<file path="config.mk">
export PLATFORM = sky130hd
export DESIGN_NAME = rss_ramp_segment_sequencer
export DESIGN_NICKNAME = d
export VERILOG_FILES = /design/src/rss_pkg.sv /design/src/rss_ramp_segment_sequencer.sv
export VERILOG_INCLUDE_DIRS = /design/src
export SDC_FILE = /design/constraint.sdc
export NUM_CORES = 1
export LEC_CHECK = 0
export BUFFER_PORTS_ARGS = -buffer_cell sky130_fd_sc_hd__buf_2
export CELL_PAD_IN_SITES_DETAIL_PLACEMENT = 1
export CELL_PAD_IN_SITES_GLOBAL_PLACEMENT = 1
export CORE_MARGIN = 2
export CORE_UTILIZATION = 55
export CTS_CLUSTER_DIAMETER = 60
export DETAILED_ROUTE_END_ITERATION = 12
export PLACE_DENSITY = 0.83
export SLEW_MARGIN = 20
export SYNTH_ARGS = -nofsm -noshare
export SYNTH_HDL_FRONTEND = slang
export SYNTH_SLANG_ARGS = --single-unit
</file>
<file path="constraint.sdc">
create_clock -name clk -period 17.7 [get_ports clk]
set_clock_uncertainty 0.2 [all_clocks]
set_input_delay 3.54 -clock clk [delete_from_list [all_inputs] [get_ports clk]]
set_output_delay 3.54 -clock clk [all_outputs]
set_load 0.01 [all_outputs]
</file>
<file path="src/rss_consts.svh">
`ifndef RSS_CONSTS_SVH
`define RSS_CONSTS_SVH
// register byte offsets
`define RSS_OFF_CTRL 12'h000
`define RSS_OFF_STATUS 12'h004
`define RSS_OFF_ACCUM 12'h008
`define RSS_OFF_LIM_LO 12'h00C
`define RSS_OFF_LIM_HI 12'h010
`define RSS_OFF_RCOUNT 12'h014
`define RSS_OFF_SEG_BASE 12'h040
`define RSS_OFF_SEG_END 12'h080
// segment control word field positions
`define RSS_LEN_MSB 16
`define RSS_FAST_BIT 17
`define RSS_HALF_BIT 18
`define RSS_MARK_LSB 19
`define RSS_CLR_BIT 21
`define RSS_ADV_LSB 22
`define RSS_SUCC_LSB 24
// reset values, segment count and maximum segment length
`define RSS_LIM_LO_RST 32'h80000000
`define RSS_LIM_HI_RST 32'h7FFFFFFF
`define RSS_SEG_NUM 8
`define RSS_LEN_MAX 17'h10000
`endif

</file>
<file path="src/rss_pkg.sv">
package rss_pkg;
    typedef struct packed {
        logic [29:0] step;
        logic [16:0] len;
        logic fast;
        logic half;
        logic [1:0] marker;
        logic clr;
        logic [1:0] adv;
        logic [2:0] succ;
    } rss_seg_type;

    typedef struct packed {
        logic psel;
        logic penable;
        logic pwrite;
        logic [11:0] paddr;
        logic [31:0] pwdata;
    } rss_apb_req_type;

    typedef struct packed {
        logic pready;
        logic pslverr;
        logic [31:0] prdata;
    } rss_apb_rsp_type;

    typedef enum logic [1:0] {
        ST_IDLE = 2'b01,
        ST_RUN = 2'b10
    } rss_state_type;
endpackage

</file>
<file path="src/rss_ramp_segment_sequencer.sv">
// Local design decisions: the register addresses and the APB register port.
`timescale 1ns/1ps
`include "rss_consts.svh"
module rss_ramp_segment_sequencer #(
    parameter int CNT_W = 13
) (
    input wire logic clk,
    input wire logic nrst,
    input wire rss_pkg::rss_apb_req_type apbReq,
    output rss_pkg::rss_apb_rsp_type apbRsp,
    input wire logic [2:0] triggerPins,
    output logic [31:0] rampValue,
    output logic segmentFastSettle,
    output logic markerOutputLow,
    output logic markerOutputHigh
);
    import rss_pkg::*;

    if (CNT_W < 1 || CNT_W > 32) begin : g_cntWCheck
        $error("CNT_W must lie in 1..32");
    end

    rss_seg_type cfg_q [`RSS_SEG_NUM];
    rss_seg_type cfg_d [`RSS_SEG_NUM];
    logic runEn_q, runEn_d;
    logic [1:0] stepSrc_q, stepSrc_d;
    logic [31:0] limLo_q, limLo_d, limHi_q, limHi_d;
    rss_apb_rsp_type rsp_q, rsp_d;
    rss_state_type state_q, state_d;
    logic [2:0] segIdx_q, segIdx_d;
    logic enter_q, enter_d, phase_q, phase_d;
    logic [16:0] tickCnt_q, tickCnt_d;
    logic [31:0] acc_q, acc_d;
    logic [CNT_W-1:0] rCount_q, rCount_d;
    logic fast_q, fast_d;
    logic [1:0] mark_q, mark_d;
    logic [2:0] trigS1_q, trigS2_q, trigS3_q;
    logic [2:0] trigEdge;
    rss_seg_type cur;
    logic tickNow, endNow, wrEn;
    logic signed [32:0] sum;

    // pins cross in through two flops; edge taken after the second
    assign trigEdge = trigS2_q & ~trigS3_q;
    always_ff @(posedge clk or negedge nrst) begin
        if (!nrst) begin
            trigS1_q <= 3'h0;
            trigS2_q <= 3'h0;
            trigS3_q <= 3'h0;
        end else begin
            trigS1_q <= triggerPins;
            trigS2_q <= trigS1_q;
            trigS3_q <= trigS2_q;
        end
    end

    // register file over apb; answer comes one cycle into the access phase
    assign wrEn = apbReq.psel & apbReq.penable & rsp_q.pready & apbReq.pwrite;
    always_comb begin
        logic [2:0] wi;
        logic segHit;
        wi = apbReq.paddr[5:3];
        segHit = apbReq.paddr >= `RSS_OFF_SEG_BASE && apbReq.paddr < `RSS_OFF_SEG_END;
        cfg_d = cfg_q;
        runEn_d = runEn_q;
        stepSrc_d = stepSrc_q;
        limLo_d = limLo_q;
        limHi_d = limHi_q;
        rsp_d = '0;
        rsp_d.pready = apbReq.psel & apbReq.penable & ~rsp_q.pready;
        if (segHit) begin
            if (!apbReq.paddr[2]) begin
                rsp_d.prdata = {2'h0, cfg_q[wi].step};
            end else begin
                rsp_d.prdata = {5'h00, cfg_q[wi].succ, cfg_q[wi].adv, cfg_q[wi].clr,
                                cfg_q[wi].marker, cfg_q[wi].half, cfg_q[wi].fast,
                                cfg_q[wi].len};
            end
        end else begin
            unique case (apbReq.paddr)
                `RSS_OFF_CTRL: rsp_d.prdata = {29'h0, stepSrc_q, runEn_q};
                `RSS_OFF_STATUS: rsp_d.prdata = {28'h0, segIdx_q, state_q == ST_RUN};
                `RSS_OFF_ACCUM: rsp_d.prdata = acc_q;
                `RSS_OFF_LIM_LO: rsp_d.prdata = limLo_q;
                `RSS_OFF_LIM_HI: rsp_d.prdata = limHi_q;
                `RSS_OFF_RCOUNT: rsp_d.prdata = 32'(rCount_q);
                default: rsp_d.pslverr = rsp_d.pready;
            endcase
        end
        if (wrEn && segHit) begin
            if (!apbReq.paddr[2]) begin
                cfg_d[wi].step = apbReq.pwdata[29:0];
            end else begin
                cfg_d[wi].len = apbReq.pwdata[`RSS_LEN_MSB:0];
                cfg_d[wi].fast = apbReq.pwdata[`RSS_FAST_BIT];
                cfg_d[wi].half = apbReq.pwdata[`RSS_HALF_BIT];
                cfg_d[wi].marker = apbReq.pwdata[`RSS_MARK_LSB +: 2];
                cfg_d[wi].clr = apbReq.pwdata[`RSS_CLR_BIT];
                cfg_d[wi].adv = apbReq.pwdata[`RSS_ADV_LSB +: 2];
                cfg_d[wi].succ = apbReq.pwdata[`RSS_SUCC_LSB +: 3];
            end
        end else if (wrEn) begin
            unique case (apbReq.paddr)
                `RSS_OFF_CTRL: begin
                    runEn_d = apbReq.pwdata[0];
                    stepSrc_d = apbReq.pwdata[2:1];
                end
                `RSS_OFF_LIM_LO: limLo_d = apbReq.pwdata;
                `RSS_OFF_LIM_HI: limHi_d = apbReq.pwdata;
                default: ;
            endcase
        end
    end

    always_ff @(posedge clk or negedge nrst) begin
        if (!nrst) begin
            for (int i = 0; i < `RSS_SEG_NUM; i++) begin
                cfg_q[i] <= '0;
            end
            runEn_q <= 1'b0;
            stepSrc_q <= 2'h0;
            limLo_q <= `RSS_LIM_LO_RST;
            limHi_q <= `RSS_LIM_HI_RST;
            rsp_q <= '0;
        end else begin
            cfg_q <= cfg_d;
            runEn_q <= runEn_d;
            stepSrc_q <= stepSrc_d;
            limLo_q <= limLo_d;
            limHi_q <= limHi_d;
            rsp_q <= rsp_d;
        end
    end

    // sequencer
    assign cur = cfg_q[segIdx_q];
    assign tickNow = state_q == ST_RUN && !enter_q && tickCnt_q < cur.len &&
                     (!cur.half || phase_q);
    assign endNow = state_q == ST_RUN && !enter_q &&
                    (cur.adv == 2'h0 ? tickCnt_q >= cur.len : trigEdge[cur.adv - 2'h1]);
    assign sum = $signed({acc_q[31], acc_q}) + $signed({{3{cur.step[29]}}, cur.step});

    always_comb begin
        state_d = state_q;
        segIdx_d = segIdx_q;
        enter_d = 1'b0;
        phase_d = 1'b0;
        tickCnt_d = tickCnt_q;
        acc_d = acc_q;
        rCount_d = rCount_q;
        if (state_q == ST_IDLE) begin
            if (runEn_q) begin
                state_d = ST_RUN;
                segIdx_d = 3'h0;
                enter_d = 1'b1;
            end
        end else if (!runEn_q) begin
            state_d = ST_IDLE;
        end else if (enter_q) begin
            tickCnt_d = 17'h0;
            if (cur.clr) begin
                acc_d = 32'h0;
            end
        end else begin
            phase_d = cur.half & ~phase_q;
            if (tickNow) begin
                tickCnt_d = tickCnt_q + 17'h1;
                if (sum > $signed({limHi_q[31], limHi_q})) begin
                    acc_d = limHi_q;
                end else if (sum < $signed({limLo_q[31], limLo_q})) begin
                    acc_d = limLo_q;
                end else begin
                    acc_d = sum[31:0];
                end
            end
            if (endNow) begin
                segIdx_d = cur.succ;
                enter_d = 1'b1;
            end
        end
        if (stepSrc_q == 2'h0 ? endNow : trigEdge[stepSrc_q - 2'h1]) begin
            rCount_d = rCount_q + CNT_W'(1);
        end
        fast_d = state_d == ST_RUN && cfg_q[segIdx_d].fast;
        mark_d = state_d == ST_RUN ? cfg_q[segIdx_d].marker : 2'h0;
    end

    always_ff @(posedge clk or negedge nrst) begin
        if (!nrst) begin
            state_q <= ST_IDLE;
            segIdx_q <= 3'h0;
            enter_q <= 1'b0;
            phase_q <= 1'b0;
            tickCnt_q <= 17'h0;
            acc_q <= 32'h0;
            rCount_q <= '0;
            fast_q <= 1'b0;
            mark_q <= 2'h0;
        end else begin
            state_q <= state_d;
            segIdx_q <= segIdx_d;
            enter_q <= enter_d;
            phase_q <= phase_d;
            tickCnt_q <= tickCnt_d;
            acc_q <= acc_d;
            rCount_q <= rCount_d;
            fast_q <= fast_d;
            mark_q <= mark_d;
        end
    end

    assign apbRsp = rsp_q;
    assign rampValue = acc_q;
    assign segmentFastSettle = fast_q;
    assign markerOutputLow = mark_q[0];
    assign markerOutputHigh = mark_q[1];
endmodule

</file>
-- After elaboration in Yosys (flattened, before gate mapping)
Index checks and enable logic that the tools add are counted.
- add/sub/neg operators: 5
- magnitude comparators: 12
- equality and inequality tests: 9
- multiplexer cells: 69
- bitwise logic cells: 14
- reductions and logical operators: 21
- operators by type and width (cell ; count):
    bitwise mux 456 bit ; 8
    demux 57 bit (select 3 bit) ; 8
    binary-select mux 57 bit (select 3 bit) ; 3
    two-way mux 456 bit ; 1
    two-way mux 57 bit ; 5
    two-way mux 32 bit ; 6
    one-hot mux 32 bit (6 select lines) ; 1
    two-way mux 17 bit ; 2
    adder 32 x 30 -> 33 bit ; 1
    greater-than comparator 33 x 32 -> 1 bit ; 1
    less-than comparator 33 x 32 -> 1 bit ; 1
    two-way mux 10 bit ; 3
    two-way mux 30 bit ; 1
    two-way mux 27 bit ; 1
    == test 12 x 4 -> 1 bit, second input constant ; 2
    == test 12 x 5 -> 1 bit, second input constant ; 2
    two-way mux 3 bit ; 6
    adder 17 x 1 -> 17 bit, second input constant ; 1
    greater-or-equal comparator 17 bit ; 1
    less-than comparator 17 bit ; 1
    two-way mux 1 bit ; 14
    adder 13 x 1 -> 13 bit, second input constant ; 1
    == test 12 x 3 -> 1 bit, second input constant ; 1
    greater-or-equal comparator 12 x 7 -> 1 bit, second input constant ; 1
    other kinds (28) ; 58
- register bits after elaboration: 638
- input port bits: 52
- output and inout port bits: 69
- word-level logic and storage cells: 213

-- Logic depth before layout (Yosys ltp)
- word-level depth: 18
- mapped depth: 29
- gate-level depth less buffers: 23

-- Worst setup path before layout
OpenSTA, ideal clock, no wires.
- path type: register to register
- start: reg segIdx_q[0]
- end: reg acc_q[19], in the netlist rampValue[19]
- setup time: 0.149 ns
- arrival: 6.977 ns
- required time: 17.351 ns
- setup slack: 10.374 ns
- stages on the path, launching flop included: 29
- path buffers: 5
- period minus slack after synthesis: 7.326 ns
- cells stage by stage: dfrtp_1 buf_6 buf_4 clkbuf_1 buf_1 mux4_2 mux2_2 ha_1 inv_1 fa_1 nor2b_1 o31a_1 o31a_1 o31a_1 o31a_1 or4_1 a31oi_1 xnor2_1 ha_1 a21o_1 a21o_1 a21o_1 a21oi_1 nor2b_1 o21ai_0 nand2_1 clkbuf_1 o311ai_0 a41oi_1
- longest elaborated chain between the ends: 10
- elaborated cells on any way between the ends: 19
- classes of those cells: 1 x add/sub; 3 x order compare; 1 x eq/ne; 7 x mux; 1 x bitwise; 6 x reduce/logical
- ends and longest elaborated chain (item ; line ; RTL):
    start, declared ; rss_ramp_segment_sequencer.sv:30 ; logic [2:0] segIdx_q, segIdx_d;
    start signal, assigned ; rss_ramp_segment_sequencer.sv:201 ; segIdx_q <= segIdx_d;
    inverter 3 -> 4 bit (implied by the code) * ; rss_ramp_segment_sequencer.sv:136 ; assign cur = cfg_q[segIdx_q];
    binary-select mux 57 bit (select 3 bit) * ; rss_ramp_segment_sequencer.sv:136 ;
    two-way mux 57 bit (implied by the code) * (2 in series) ; rss_ramp_segment_sequencer.sv:136 ;
    adder 32 x 30 -> 33 bit ; rss_ramp_segment_sequencer.sv:141 ; assign sum = $signed({acc_q[31], acc_q}) + $signed({{3{cur.step[29]}}, cur.step});
    less-than comparator 33 x 32 -> 1 bit ; rss_ramp_segment_sequencer.sv:170 ; end else if (sum < $signed({limLo_q[31], limLo_q})) begin
    two-way mux 32 bit ; rss_ramp_segment_sequencer.sv:170 ;
    two-way mux 32 bit ; rss_ramp_segment_sequencer.sv:168 ; if (sum > $signed({limHi_q[31], limHi_q})) begin
    two-way mux 32 bit ; rss_ramp_segment_sequencer.sv:166 ; if (tickNow) begin
    two-way mux 32 bit ; rss_ramp_segment_sequencer.sv:159 ; end else if (enter_q) begin
    end signal, assigned ; rss_ramp_segment_sequencer.sv:195 ; acc_q <= 32'h0;
    end signal, assigned ; rss_ramp_segment_sequencer.sv:205 ; acc_q <= acc_d;
    end, declared ; rss_ramp_segment_sequencer.sv:33 ; logic [31:0] acc_q, acc_d;
Mark *: on every way between the ends. The rest lies on a longest branch, timed or not. The select of a mux whose other input is x is not followed.
A chain may end at the register's enable or synchronous reset.

-- Worst setup path after layout
- start: reg segIdx_q[0]
- end: reg acc_q[26], in the netlist rampValue[26]
The elaborated chain is that of the path after synthesis.

==> flow_summary.yaml <==
sta:
  fin_crit_ns: 9.16
  finalCritPeriodShare_pct: 51.7
  rsz0062_at_grt: "false"
  fin_tns_setup_ns: 0
  maxSlewViolCount: 0
  holdWs_ns: 0.160
  hold_violations: 0
  max_freq_ghz: 0.109
  tightestPinTransition_ns: 1.16
  setup_viol: 0
  slew_headroom_pct: 22.2
critical_path:
  crit_path_start_kind: "register"
  worst_ep_arrival_time_ns: 9.52
  cp_max_fo: 41
  reg2reg_depth: 25
  crit_required_ns: 18.07
  end_kind: "register"
  r2r_end: "rampValue[26]"
  r2r_slack_ns: 8.54
  cp.depth: 25
  cpMaxStageDelayCell: "dfrtp_4"
  slowest_delay_ns: 0.77
  crit_type: "register to register"
  startpoint: "segIdx_q[0]"
  cpLargestDelayFamily: "compound AO/OA/AOI/OAI gates"
  r2r_start: "segIdx_q[0]"
  endpoint: "rampValue[26]"
  cpMostUsedCell: "o31a_1"
  crit_buf_inv: 4
logic_synthesis:
  synth.distinct_cells: 80
  synthFlopType: "dfrtp_1"
  synth_top_area_cell: "dfrtp_1"
  postSynthCellCount: 2941
  syn-cell-area_um2: 34700
  synth_compound_area_share_pct: 14.1
  synthAdderAreaFrac_pct: 4.31
  synth_top_cell_area_share_pct: 43.6
  synth_area_leaders: "dfrtp_1 (44%), mux2_2 (15%), mux4_2 (7.0%)"
  synth_edf_count: 0
  async_reset_ff_share_pct: 100
  synth_warnings: 0
  synth_simple_gate_area_share_pct: 6.78
  avgSynthCellArea_um2: 11.8
  yosysSeqAreaShare_pct: 46.1
  synth_top_family_by_area: "multiplexers"
  synth_mux_area_share_pct: 24.3
  yosys.area_share.xor_xnor_pct: 1.06
  synth.most_common_cell: "dfrtp_1"
  yosys-top-cells-count: "dfrtp_1 (605), mux2_2 (457), a22oi_1 (208), clkbuf_1 (152), o21ai_0 (152)"
  syn-num-nets: 3112
  ys_ff_latch: 638
route:
  avgRoutedWirePerCell_um: 34.0
  drc_errors: 0
  viasPerCell: 7.28
  drt_wl_total_mm: 132
  ant_nets: 0
  drtIter0Drc: 3509
  firstDrtPassIters: 5
  num_vias: 28287
layout:
  area_delta_synth_final_pct: 11.5
  fillers: 6253
  finish.instance_area_um2: 38800
  multiInputGateArea_um2: 17700
  drive_above_1_share_pct: 30.9
  final_cells: 3883
  regArea_um2: 16000
  nNetsFinal: 3146
clocking:
  cts-hold-fix-buffers: 0
  root_buffer: "clkbuf_16"
  postCtsSetupBuffers: 0
  h-tree-depth: 3
  clk_pin_slew_ns: 0.06
  clk_latency_ns: 0.64
  ctsLongestPathBuffers: 3
  clock_sinks: 638
  cts_tree: "built"
  postCtsResizedCells: 0
  cts_buffers: 74
worst_hold_path:
  min_path_type: "register to register"
  hold_depth: 0
global_route:
  grt_max_degree: 178
  grt_pass1_wl_mm: 198
  antenna_found_initial: 10
  track_usage_pct: 40.2
  overflow: 0
  grt_pass1_vias: 30818
placed_design:
  gp_congestion: 1.01
  port_buffers: 120
  post_dp_cell_area_um2: 36200
  hpwl_mm: 81.3
  post-place-cells: 3744
status:
  status: "complete, no violations"
floorplanning:
  fp.dieH_um: 255
  dieArea_um2: 65200
  die_w_um: 255
  ioPinCount: 121
  start_util_pct: 55.4
  rows: 92
  core_area_um2: 62700
pwr:
  leakagePower_nw: 18.2
  p_per_area_nw_per_um2: 83.0
  ir_worst_vdd_uv: 75.7
flow_run:
  max_cap_violations: 0
-- stage by stage --
step / power, W / setup slack (ns) / util, %
finish: 0.00322 / 8.54 / 61.8
CTS: 0.00322 / 8.63 / 61.7
detailed placement: 0.00162 / 8.73 / 57.7
global route: 0.00328 / 8.16 / 61.8
floorplan: 0.00154 / 10.37 / -
global placement: 0.00161 / 8.94 / 57.7
-- layout by cell type (no fill, tap or decap), drive strengths merged, types with 6 or more instances in the layout --
cell / Yosys / layout
mux2: 492 / 492
mux4: 108 / 108
a41oi: 16 / 16
inv: 95 / 103
buf: 64 / 174
nand3: 41 / 41
a22o: 42 / 42
or2: 7 / 7
a21o: 27 / 27
dfstp: 33 / 33
a31oi: 23 / 23
nand4: 55 / 55
o31a: 6 / 6
xnor2: 26 / 26
nor2b: 17 / 17
or3: 11 / 11
o21ai: 166 / 166
nand2: 144 / 144
o311ai: 7 / 7
and3: 17 / 17
nor4: 7 / 7
a211oi: 8 / 8
clkinv: 0 / 9
a21oi: 81 / 81
a22oi: 208 / 208
o211ai: 29 / 29
xor2: 16 / 16
and2: 16 / 16
nor2: 103 / 103
ha: 118 / 118
o21a: 10 / 10
nor3: 22 / 22
dfrtp: 605 / 605
nand2b: 16 / 16
a222oi: 10 / 10
clkbuf: 152 / 110
a221oi: 29 / 29
mux2i: 46 / 46
-- worst register-to-register path, stage by stage (launching register included) --
cell and delay (ns):
dfrtp_4 0.77, buf_4 0.55, buf_4 0.67, mux4_2 0.59, mux2_2 0.28, ha_1 0.23
inv_1 0.09, fa_1 0.22, nor2b_1 0.09, o31a_1 0.28, o31a_1 0.31, o31a_1 0.34
o31a_1 0.38, or4_1 0.52, a31oi_1 0.22, xnor2_1 0.14, ha_1 0.33, nand4_1 0.13
nor3_1 0.49, a41oi_1 0.32, o311a_1 0.22, a311oi_4 0.51, buf_4 0.52, and2_1 0.38
a221oi_1 0.12, a21bo_1 0.22
-- flip-flops by register name, indices dropped and copies added, names as in the netlist --
name               cells
apbRsp                34
cfg_q                456
enter_q                1
limHi_q               32
limLo_q               32
mark_q                 2
phase_q                1
rCount_q              13
rampValue             32
runEn_q                1
segIdx_q               3
segmentFastSettle      1
state_q                2
stepSrc_q              2
tickCnt_q             17
trigS1_q               3
trigS2_q               3
trigS3_q               3
-- kinds of logic (layout without fill, tap and decap cells) --
| family | Yosys count | count (layout) |
|---|---|---|
| AOI/OAI and AO/OA | 706 | 706 |
| buffers and inverters | 311 | 406 |
| muxes | 646 | 646 |
| DFF | 638 | 638 |
| and+or+nand+nor | 479 | 479 |
| other | 0 | 1 |
| xor gates and xnor gates | 42 | 42 |
| adders and majority gates | 119 | 119 |
-- layout make-up --
| cell class | instances | share of cell area, % |
|---|---|---|
| Antenna cell | 1 | 0.00646 |
| Sequential cell | 638 | 41.3 |
| Clock inverter | 27 | 0.839 |
| Multi-Input combinational cell | 1992 | 45.8 |
| Timing Repair Buffer | 174 | 2.72 |
| Clock buffer | 110 | 5.70 |
| Tap cell | 846 | 2.73 |
| Inverter | 95 | 0.920 |
-- metal layers --
metal | vias up | track usage, % | routed length, um
li1 | 11232 | - | -
met1 | 14582 | 50.4 | 49000
met2 | 1907 | 62.8 | 61500
met3 | 556 | 10.7 | 14000
met4 | 10 | 24.0 | 7610
met5 | - | 0 | 44
-- worst min-delay path by stage --
stage / end / slack (ns) / startpoint
after floorplan: trigS2_q[0] / 0.13 / trigS1_q[0]
after global placement: trigS2_q[0] / 0.13 / trigS1_q[0]
after detailed placement: trigS2_q[1] / 0.15 / trigS1_q[1]
after CTS: trigS2_q[1] / 0.16 / trigS1_q[1]
after global routing: trigS2_q[2] / 0.17 / trigS1_q[2]
final: trigS2_q[2] / 0.16 / trigS1_q[2]
-- where the power goes --
part	total, W	switching, W	internal, W	leakage (nW)
registers	0.00148	0.0000129	0.00147	8.59
logic	0.000116	0.0000958	0.0000204	8.38
clock network	0.00162	0.000675	0.000946	1.24
(Power assumes the default switching activity.)
